## src/logic/sma_params.svh

```systemverilog
`ifndef SMA_PARAMS_SVH
`define SMA_PARAMS_SVH

// Peripheral-bus addresses of the step-math registers.
`define SMA_ADDR_PSEUDO 5'h05
`define SMA_ADDR_DIVISOR 5'h06
`define SMA_ADDR_ROOT 5'h07

// Opcode field positions.
`define SMA_SIGN_BIT 0
`define SMA_SHIFT_LSB 1
`define SMA_IR3_BIT 3
`define SMA_COND_LSB 6
`define SMA_SEL_BIT 8
`define SMA_ALU_LSB 9

// A pseudo-register write multiplies by 256, a shift of this many bits.
`define SMA_PSEUDO_SHIFT 8

// Reset values.
`define SMA_RST_WORD 16'h0000
`define SMA_RST_BIT 1'b0

`endif

```

## src/logic/sma_pkg.sv

```systemverilog
`default_nettype none

package sma_pkg;

    // Conditional ALU operation selected by the three-bit ALU field.
    typedef enum logic [2:0] {
        SMA_ALU_NOP = 3'b000,
        SMA_ALU_AND = 3'b001,
        SMA_ALU_TSUB = 3'b010,
        SMA_ALU_OR = 3'b011,
        SMA_ALU_ADD = 3'b100,
        SMA_ALU_XOR = 3'b101,
        SMA_ALU_RSUB = 3'b110,
        SMA_ALU_LOAD = 3'b111
    } sma_alu_e;

    // Unconditional shift applied after the ALU.
    typedef enum logic [2:0] {
        SMA_SH_NONE = 3'b000,
        SMA_SH_LEFT = 3'b001,
        SMA_SH_CRIGHT = 3'b010,
        SMA_SH_RIGHT = 3'b011,
        SMA_SH_NRIGHT = 3'b100,
        SMA_SH_DLEFT = 3'b101,
        SMA_SH_CDRIGHT = 3'b110,
        SMA_SH_DRIGHT = 3'b111
    } sma_shift_e;

    // Every stored bit of the datapath.
    typedef struct packed {
        logic [15:0] top;
        logic [15:0] next;
        logic [15:0] divisor;
        logic [15:0] root;
        logic ext_low;
        logic ext_high;
        logic [15:0] rd_data;
        logic rd_valid;
    } sma_state_s;

endpackage : sma_pkg

`default_nettype wire

```

## src/logic/sma_shifter.sv

```systemverilog
`default_nettype none

// Post-ALU shifter: turns the 18-bit intermediate result into new extension bits,
// top and next in the same cycle as the ALU, so data never passes the ALU twice.
module sma_shifter (
    input wire logic [17:0] i_w,
    input wire logic [15:0] i_next,
    input wire logic i_yes,
    input wire logic [2:0] i_shift,
    output logic o_ext_high,
    output logic o_ext_low,
    output logic [15:0] o_top,
    output logic [15:0] o_next
);

    // One case selects every output bit for each shift code.
    always_comb begin
        o_ext_high = i_w[17];
        o_ext_low = i_w[16];
        o_top = i_w[15:0];
        o_next = i_next;
        case (sma_pkg::sma_shift_e'(i_shift))
            sma_pkg::SMA_SH_NONE: begin
                o_top = i_w[15:0];
            end
            sma_pkg::SMA_SH_LEFT: begin
                o_ext_high = i_w[16];
                o_ext_low = i_w[15];
                o_top = {i_w[14:0], i_yes};
            end
            sma_pkg::SMA_SH_CRIGHT: begin
                o_ext_low = i_w[17];
                o_top = i_w[16:1];
            end
            sma_pkg::SMA_SH_RIGHT: begin
                o_ext_low = i_w[17];
                o_top = {i_yes, i_w[15:1]};
            end
            sma_pkg::SMA_SH_NRIGHT: begin
                // Only next moves; its sign is kept.
                o_next = {i_next[15], i_next[15:1]};
            end
            sma_pkg::SMA_SH_DLEFT: begin
                // Top and next form one 32-bit value shifted left.
                o_ext_high = i_w[16];
                o_ext_low = i_w[15];
                o_top = {i_w[14:0], i_next[15]};
                o_next = {i_next[14:0], i_yes};
            end
            sma_pkg::SMA_SH_CDRIGHT: begin
                o_ext_low = i_w[17];
                o_top = i_w[16:1];
                o_next = {i_w[0], i_next[15:1]};
            end
            sma_pkg::SMA_SH_DRIGHT: begin
                o_ext_low = i_w[17];
                o_top = {i_yes, i_w[15:1]};
                o_next = {i_w[0], i_next[15:1]};
            end
            default: begin
                o_top = i_w[15:0];
            end
        endcase
    end

endmodule : sma_shifter

`default_nettype wire

```

## src/logic/sma_datapath.sv

```systemverilog
`include "sma_params.svh"
`default_nettype none

// Summary of operation
// - Top widened to 17 bits, extensions clocked.
// - Low moves on ALU/shift; high on arithmetic.
// - Decode ALU field into eight conditional operations.
// - Condition false keeps top, shift still applies.
// - 18-bit intermediate result feeds the shifter.
// - Opcode bit 8 picks divisor or pseudo.
// - Pseudo reads divisor shifted left, ORed root.
// - Divisor top bit enters 17th-bit adder in pseudo or signed mode.
// - Pseudo write stores value times 256.
// - Selected and condition true: divisor ORs root.
// - Select bit set shifts root right once.
// - Shifter after ALU, single cycle.
// - Divisor and root update beside ALU.
// - Ten opcode bits form the micro-op fields.
// - Condition flag from bits 7:6 selection.
// - Subtraction carry is an inverted borrow.
// - Bits 1-3 select unconditional shift.
module sma_datapath (
    input wire logic i_clk,
    input wire logic i_rst_n,
    input wire logic i_step_valid,
    input wire logic [15:0] i_opcode,
    input wire logic i_load,
    input wire logic [15:0] i_load_top,
    input wire logic [15:0] i_load_next,
    input wire logic i_bus_wr,
    input wire logic i_bus_rd,
    input wire logic [4:0] i_bus_addr,
    input wire logic [15:0] i_bus_wdata,
    output logic [15:0] o_top,
    output logic [15:0] o_next,
    output logic o_ext_low,
    output logic o_ext_high,
    output logic [15:0] o_divisor,
    output logic [15:0] o_root,
    output logic [15:0] o_rd_data,
    output logic o_rd_valid
);

    sma_pkg::sma_state_s state_reg; // Everything the block stores.
    sma_pkg::sma_state_s state_next; // Its value for the next edge.

    // Micro-opcode fields; the return bit 5 is not ours and is ignored.
    logic [2:0] alu_field;
    logic [1:0] cond_field;
    logic [2:0] shift_field;
    logic sel_pseudo;
    logic signed_mode;
    logic is_arith;
    logic [15:0] pseudo_val;
    logic [15:0] operand;
    logic operand_bit16;
    logic [17:0] sum;
    logic carry16;
    logic cond_base;
    logic condition_flag;
    logic [17:0] w;
    logic sh_ext_high;
    logic sh_ext_low;
    logic [15:0] sh_top;
    logic [15:0] sh_next;
    logic wr_pseudo;
    logic wr_divisor;
    logic wr_root;

    assign alu_field = i_opcode[`SMA_ALU_LSB +: 3];
    assign cond_field = i_opcode[`SMA_COND_LSB +: 2];
    assign shift_field = i_opcode[`SMA_SHIFT_LSB +: 3];
    assign sel_pseudo = i_opcode[`SMA_SEL_BIT];
    assign signed_mode = i_opcode[`SMA_SIGN_BIT];
    assign is_arith = (alu_field == sma_pkg::SMA_ALU_ADD) ||
                      (alu_field == sma_pkg::SMA_ALU_TSUB) ||
                      (alu_field == sma_pkg::SMA_ALU_RSUB);

    // The pseudo register has no storage; it is formed on every read.
    assign pseudo_val = {o_divisor[14:0], 1'b0} | o_root;
    assign operand = sel_pseudo ? pseudo_val : o_divisor;
    // The divisor top bit is the operand's 17th bit: shifted out by the pseudo
    // view, or sign extension in signed mode; unsigned mode sees a zero.
    assign operand_bit16 = (sel_pseudo | signed_mode) & o_divisor[15];

    // The 17-bit adder runs every cycle so the carry can feed the condition
    // without depending on the condition itself, which would form a loop.
    always_comb begin
        sum = {1'b0, o_ext_low, o_top} + {1'b0, operand_bit16, operand};
        if (alu_field == sma_pkg::SMA_ALU_TSUB) begin
            // Adding the complement plus one leaves carry set when non-negative.
            sum = {1'b0, o_ext_low, o_top} + {1'b0, ~operand_bit16, ~operand} +
                  18'h00001;
        end else if (alu_field == sma_pkg::SMA_ALU_RSUB) begin
            sum = {1'b0, operand_bit16, operand} + {1'b0, ~o_ext_low, ~o_top} +
                  18'h00001;
        end
    end
    assign carry16 = sum[17];

    // Condition flag selection.
    assign cond_base = is_arith ? carry16 : i_opcode[`SMA_SIGN_BIT];
    always_comb begin
        case (cond_field)
            2'b00: condition_flag = cond_base;
            2'b01: condition_flag = cond_base | o_ext_high;
            2'b10: condition_flag = i_opcode[`SMA_IR3_BIT] ? o_next[0] : o_top[0];
            2'b11: condition_flag = o_top[0] ^ o_next[0];
            default: condition_flag = 1'b0;
        endcase
    end

    // Conditional ALU stage producing the 18-bit intermediate result.
    always_comb begin
        w = {o_ext_high, o_ext_low, o_top};
        if (condition_flag) begin
            case (sma_pkg::sma_alu_e'(alu_field))
                sma_pkg::SMA_ALU_NOP: w = {o_ext_high, o_ext_low, o_top};
                sma_pkg::SMA_ALU_AND: w = {o_ext_high, o_ext_low, o_top & operand};
                sma_pkg::SMA_ALU_OR: w = {o_ext_high, o_ext_low, o_top | operand};
                sma_pkg::SMA_ALU_XOR: w = {o_ext_high, o_ext_low, o_top ^ operand};
                sma_pkg::SMA_ALU_LOAD: w = {o_ext_high, o_ext_low, operand};
                default: w = sum;
            endcase
        end
    end

    // Shifter after the ALU in the same cycle.
    sma_shifter u_shifter (
        .i_w(w),
        .i_next(o_next),
        .i_yes(condition_flag),
        .i_shift(shift_field),
        .o_ext_high(sh_ext_high),
        .o_ext_low(sh_ext_low),
        .o_top(sh_top),
        .o_next(sh_next)
    );

    assign wr_pseudo = i_bus_wr && (i_bus_addr == `SMA_ADDR_PSEUDO);
    assign wr_divisor = i_bus_wr && (i_bus_addr == `SMA_ADDR_DIVISOR);
    assign wr_root = i_bus_wr && (i_bus_addr == `SMA_ADDR_ROOT);

    // Next-state logic. A bus write wins over a step update of the same register,
    // since software restoring saved state must not be disturbed.
    always_comb begin
        state_next = state_reg;
        state_next.rd_valid = i_bus_rd;
        if (i_step_valid) begin
            state_next.top = sh_top;
            state_next.next = sh_next;
            state_next.ext_low = sh_ext_low;
            if (is_arith) begin
                state_next.ext_high = sh_ext_high;
            end
            if (sel_pseudo) begin
                // Dedicated OR and shift paths run beside the ALU.
                state_next.root = {1'b0, o_root[15:1]};
                if (condition_flag) begin
                    state_next.divisor = o_divisor | o_root;
                end
            end
        end else if (i_load) begin
            // Ordinary datapath load of the two stack-top registers.
            state_next.top = i_load_top;
            state_next.next = i_load_next;
        end
        if (wr_pseudo) begin
            state_next.divisor = i_bus_wdata << `SMA_PSEUDO_SHIFT;
        end else if (wr_divisor) begin
            state_next.divisor = i_bus_wdata;
        end
        if (wr_root) begin
            state_next.root = i_bus_wdata;
        end
        // Read data; unmapped addresses answer zero.
        if (i_bus_rd) begin
            case (i_bus_addr)
                `SMA_ADDR_PSEUDO: state_next.rd_data = pseudo_val;
                `SMA_ADDR_DIVISOR: state_next.rd_data = o_divisor;
                `SMA_ADDR_ROOT: state_next.rd_data = o_root;
                default: state_next.rd_data = `SMA_RST_WORD;
            endcase
        end
    end

    // State register; extension bits change only here, at the rising edge or on an asynchronous reset.
    always_ff @(posedge i_clk or negedge i_rst_n) begin
        if (!i_rst_n) begin
            state_reg <= '0;
        end else begin
            state_reg <= state_next;
        end
    end

    assign o_top = state_reg.top;
    assign o_next = state_reg.next;
    assign o_ext_low = state_reg.ext_low;
    assign o_ext_high = state_reg.ext_high;
    assign o_divisor = state_reg.divisor;
    assign o_root = state_reg.root;
    assign o_rd_data = state_reg.rd_data;
    assign o_rd_valid = state_reg.rd_valid;

    a_high_ext_hold: assert property (@(posedge i_clk) disable iff (!i_rst_n)
        !(i_step_valid && is_arith) |=> $stable(o_ext_high))
        else $error("High extension bit moved outside an arithmetic step.");

    a_low_ext_hold: assert property (@(posedge i_clk) disable iff (!i_rst_n)
        !(i_step_valid && (alu_field != 3'h0 || shift_field != 3'h0)) |=> $stable(o_ext_low))
        else $error("Low extension bit moved without an ALU or shift.");

    a_root_shift_right: assert property (@(posedge i_clk) disable iff (!i_rst_n)
        (i_step_valid && sel_pseudo && !wr_root) |=> (o_root == ($past(o_root) >> 1)))
        else $error("Root register did not shift right.");

    a_root_held: assert property (@(posedge i_clk) disable iff (!i_rst_n)
        (!(i_step_valid && sel_pseudo) && !wr_root) |=> $stable(o_root))
        else $error("Root register changed without select bit.");

    a_divisor_or_root: assert property (@(posedge i_clk) disable iff (!i_rst_n)
        (i_step_valid && sel_pseudo && condition_flag && !i_bus_wr) |=>
        (o_divisor == ($past(o_divisor) | $past(o_root))))
        else $error("Divisor was not ORed with root.");

    a_divisor_held: assert property (@(posedge i_clk) disable iff (!i_rst_n)
        (!(i_step_valid && sel_pseudo && condition_flag) && !wr_pseudo && !wr_divisor) |=>
        $stable(o_divisor))
        else $error("Divisor changed without its condition.");

    a_pseudo_write_scale: assert property (@(posedge i_clk) disable iff (!i_rst_n)
        wr_pseudo |=> (o_divisor == {$past(i_bus_wdata[7:0]), 8'h00}))
        else $error("Pseudo write did not scale by 256.");

    a_pseudo_read_value: assert property (@(posedge i_clk) disable iff (!i_rst_n)
        (i_bus_rd && i_bus_addr == 5'h05) |=>
        (o_rd_valid && o_rd_data == (($past(o_divisor) << 1) | $past(o_root))))
        else $error("Pseudo read returned the wrong value.");

    a_false_keeps_top: assert property (@(posedge i_clk) disable iff (!i_rst_n)
        (i_step_valid && !condition_flag && shift_field == 3'h0) |=> $stable(o_top))
        else $error("Top changed with condition false and no shift.");

    a_load_operand: assert property (@(posedge i_clk) disable iff (!i_rst_n)
        (i_step_valid && condition_flag && alu_field == 3'h7 && shift_field == 3'h0) |=>
        (o_top == $past(operand)))
        else $error("Load operation did not copy the operand.");

endmodule : sma_datapath

`default_nettype wire

```

## config.mk

```make
export PLATFORM = sky130hd
export DESIGN_NAME = sma_datapath
export DESIGN_NICKNAME = d
export VERILOG_FILES = /design/src/logic/sma_pkg.sv /design/src/logic/sma_shifter.sv /design/src/logic/sma_datapath.sv
export VERILOG_INCLUDE_DIRS = /design/src /design/src/logic
export SDC_FILE = /design/constraint.sdc
export NUM_CORES = 1
export LEC_CHECK = 0
export BUFFER_PORTS_ARGS = -buffer_cell sky130_fd_sc_hd__buf_2
export CORE_MARGIN = 10
export CORE_UTILIZATION = 45
export CTS_CLUSTER_DIAMETER = 120
export DETAILED_ROUTE_END_ITERATION = 6
export PLACE_DENSITY = 0.69
export SYNTH_ARGS = -nofsm -noshare
export SYNTH_HDL_FRONTEND = slang
export SYNTH_SLANG_ARGS = --single-unit
```

## constraint.sdc

```tcl
create_clock -name i_clk -period 3.8 [get_ports i_clk]
set_input_delay 0.76 -clock i_clk [delete_from_list [all_inputs] [get_ports i_clk]]
set_output_delay 0.76 -clock i_clk [all_outputs]
set_load 0.03 [all_outputs]
```

==> summary.md <==
| Metric | Value |
|---|---|
| Status | complete, no violations |
| Final Critical Period | between 3 and 4 ns |
| Max-slew violation count | 0 |
| Layout Cells excl Fill | 1840 |
| Critical path type | primary input to register |
| Die Area | ~0.026 mm^2 |
| Top cells by area, synth | dfrtp_1 (23%), ha_1 (9.2%), a21oi_1 (7.6%) |
| Post-synth EDFFs | 0 |
| Total global routing overflow | 0 |
| Initial Util | 0.454 |
| Synthesis-stage register bit count | slightly above 80 |
| Pwr dens | a little under 800 mW/mm^2 |
| Ys async rst share | 1.00 |
| Yosys warning count | 0 |
| Cell count after synthesis | 1210 |
| Top cell type's share of synthesized area | 0.227 |
| Root Buffer Master | clkbuf_16 |
| Fmax | about 260 MHz |
| Drt first pass iters | 6 |
| Crit path launch type | primary input |
| Synthesized area per cell | about 7.5 um^2 |
| P_leak | a little over 0.006 uW |
| Post-Route WL | approximately 38 mm |
| Htree depth | 3 |
| # rows | 52 |
| Final period utilization | 0.997 |
| Worst endpoint required time | 4.01 ns |
| Clock sinks | slightly above 80 |
| Max-cap violations | 0 |
| IO Count | between 150 and 200 |
| Most frequent cell after synthesis | nor2_1 |
| Clock Latency Late Sink | around 0.35 ns |
| Drt wl/cell | 20.5 um |
| GRT Overall Usage | 0.267 |
| Crit path max fanout | 6 |
| Hold Path Class | register to register |
| Gp weighted congestion | roughly 1.0 |
| Pin count of the biggest net entering global routing | 71 |
| Initial antenna violation count | 1 |
| RSZ-0062 raised after global routing | true |
| Clock transition at the registers of the reported paths | approximately 0.070 ns |
| Number of global-route vias before repair | approximately 10000 |
| Hold-fix buffers at CTS | 0 |
| Area Growth Syn to Fin | 41.1% |
| Die height | roughly 160 um |
| Crit. End Element | register |
| Power, Total | slightly above 10000 uW |
| Worst VDD drop | between 0.0005 and 0.0006 V |
| Most frequent cells after synthesis | nor2_1 (159), a21oi_1 (138), nand2_1 (105) |
| Synth area leader | dfrtp_1 |
| Via count | 10938 |
| First-pass GRT wire length | ~57 mm |
| TritonCTS Buffers | 9 |
| Core box area | 0.0201 mm^2 |
| Synth Net Count | 1355 |
| Final Util | 0.641 |
| Final Skew | between 0.009 and 0.01 ns |
| Synth Cell Area | between 0.009 and 0.01 mm^2 |
| Port Buffers | ~150 |
| WP data arrival | 4.00 ns |
| CTS tree | yes |
| Die width | between 150 and 200 um |
| Placed cell area | 0.0120 mm^2 |
| Post-synthesis sequential area ratio | 0.227 |
| Top_reg_cell synth | dfrtp_1 |
| Final Hold Viols | 0 |
| Rel. slew slack | 0.374 |
| Residual DRC | 0 |
| Synth unique cells | between 90 and 100 |
| Layout cells sized above 1 | 0.361 |
| HPWL Detailed | 29.5 mm |
| Fillcell total | about 1800 |
| Worst Tran Pin Value | approximately 0.94 ns |
| Antenna Nets Post-Route | 0 |
| Final #Nets | between 1500 and 2000 |
| Avg Vias per Cell | 5.94 |
| Final setup violation count | 0 |
| Initial DRC Count | roughly 1100 |
| Clock buffer depth | 2 |
| Final Cell Area | 0.0129 mm^2 |
| Placed Instances | about 1800 |
worst max-delay path, cell delays in order:
cell and delay (ns):
buf_12 0.12, buf_6 0.13, o21ai_4 0.18, inv_2 0.08
ha_4 0.22, nand2b_4 0.13, a221o_1 0.40, a2111oi_4 0.46
nor2_2 0.10, a22oi_4 0.22, a21o_1 0.21, buf_12 0.14
buf_8 0.13, buf_6 0.10, mux2i_4 0.25, nor2b_1 0.27
a2111oi_4 0.07
placed cells by master (no fill, tap or decap), drive strengths merged, types with 4 or more instances in the layout:
cell	netlist	final
buf	15	421
nor2	160	160
a21oi	140	140
o21ai	109	109
nand2	105	105
dfrtp	83	83
ha	67	67
inv	59	61
mux2i	53	53
o22ai	31	31
a211oi	26	26
nor2b	24	24
mux2	21	21
o211ai	20	20
nand3	18	18
nor3	16	16
o31ai	14	14
nand2b	13	13
a22oi	12	12
xnor2	11	11
o221ai	9	9
clkbuf	64	9
a21o	8	8
a221oi	8	8
o211a	7	7
a2111oi	7	7
a211o	6	6
a31oi	6	6
o21bai	5	5
o21a	5	5
and2	5	5
or3	5	5
clkinv	2	5
and3	4	4
a221o	4	4
nor4b	4	4
a32o	4	4
a32oi	4	4
o2bb2ai	4	4
nor4	4	4
power breakdown:
| group | internal (uW) | total [uW] | switching (uW) |
|---|---|---|---|
| Combinational | 3650 | 7890 | 4240 |
| Sequential | 1110 | 1450 | 333 |
| Clock | 520 | 917 | 397 |
| Total | 5280 | 10300 | 4970 |
per-layer routing:
metal  share of wire  track usage
met3           0.076       0.0432
met5               0            0
met1            0.43        0.355
met2            0.46        0.424
met4           0.034        0.107
layout make-up:
type | instances | area, um^2 | area share
clock inverter | 7 | 85.1 | 0.00660
timing repair buffer | 421 | 2880 | 0.223
sequential | 83 | 2080 | 0.161
inverter | 61 | 229 | 0.0178
antenna | 2 | 5.00 | 0.000388
clock buffer | 9 | 225 | 0.0175
tap | 270 | 338 | 0.0262
multi-input combinational | 987 | 7050 | 0.547
worst paths after layout:
path | from | to | slack, ns | cells after the start
worst min-delay path | o_rd_data[8] | o_rd_data[8] | 0.52 | 2
worst max register to register | o_divisor[0] | o_top[9] | 0.10 | 17
worst max-delay path | i_opcode[8] | o_top[9] | 0.01 | 17
worst min register to register | o_rd_data[8] | o_rd_data[8] | 0.52 | 2
max in group asynchronous | i_rst_n | o_next[12] | 2.52 | 2
min in group asynchronous | i_rst_n | o_divisor[1] | 0.53 | 1
cell families after synthesis:
group | share of synthesized area
multiplexers | 0.0926
buffers and inverters | 0.0600
adder cells (fa/ha/maj) | 0.0984
XOR/XNOR | 0.0115
AO/OA/AOI/OAI | 0.325
AND/OR/NAND/NOR | 0.185
flip-flops | 0.227
registers in the layout (all words and copies together), names as in the netlist:
signal	cells
o_next	16
o_ext_low	1
o_root	16
o_rd_valid	1
o_ext_high	1
o_divisor	16
o_rd_data	16
o_top	16
through the flow:
step | TNS, ns | worst slack, ns | hold slack (ns)
2_1_floorplan | -1.44 | -0.172 | 0.464
4_1_cts | -0.0248 | -0.0155 | 0.525
3_5_place_dp | -12.75 | -0.504 | 0.508
5_1_grt | -0.489 | -0.0676 | 0.547
6_report | 0 | 0.00964 | 0.522
3_3_place_gp | -10.99 | -0.424 | 0.503
repair_timing:
item,CTS,global route
buffers inserted,5,11
resized for setup,24,86
setup endpoints to repair,20,35
pin swaps,11,40
endpoints found under the hold margin,0,0
(Power assumes the default switching activity.)
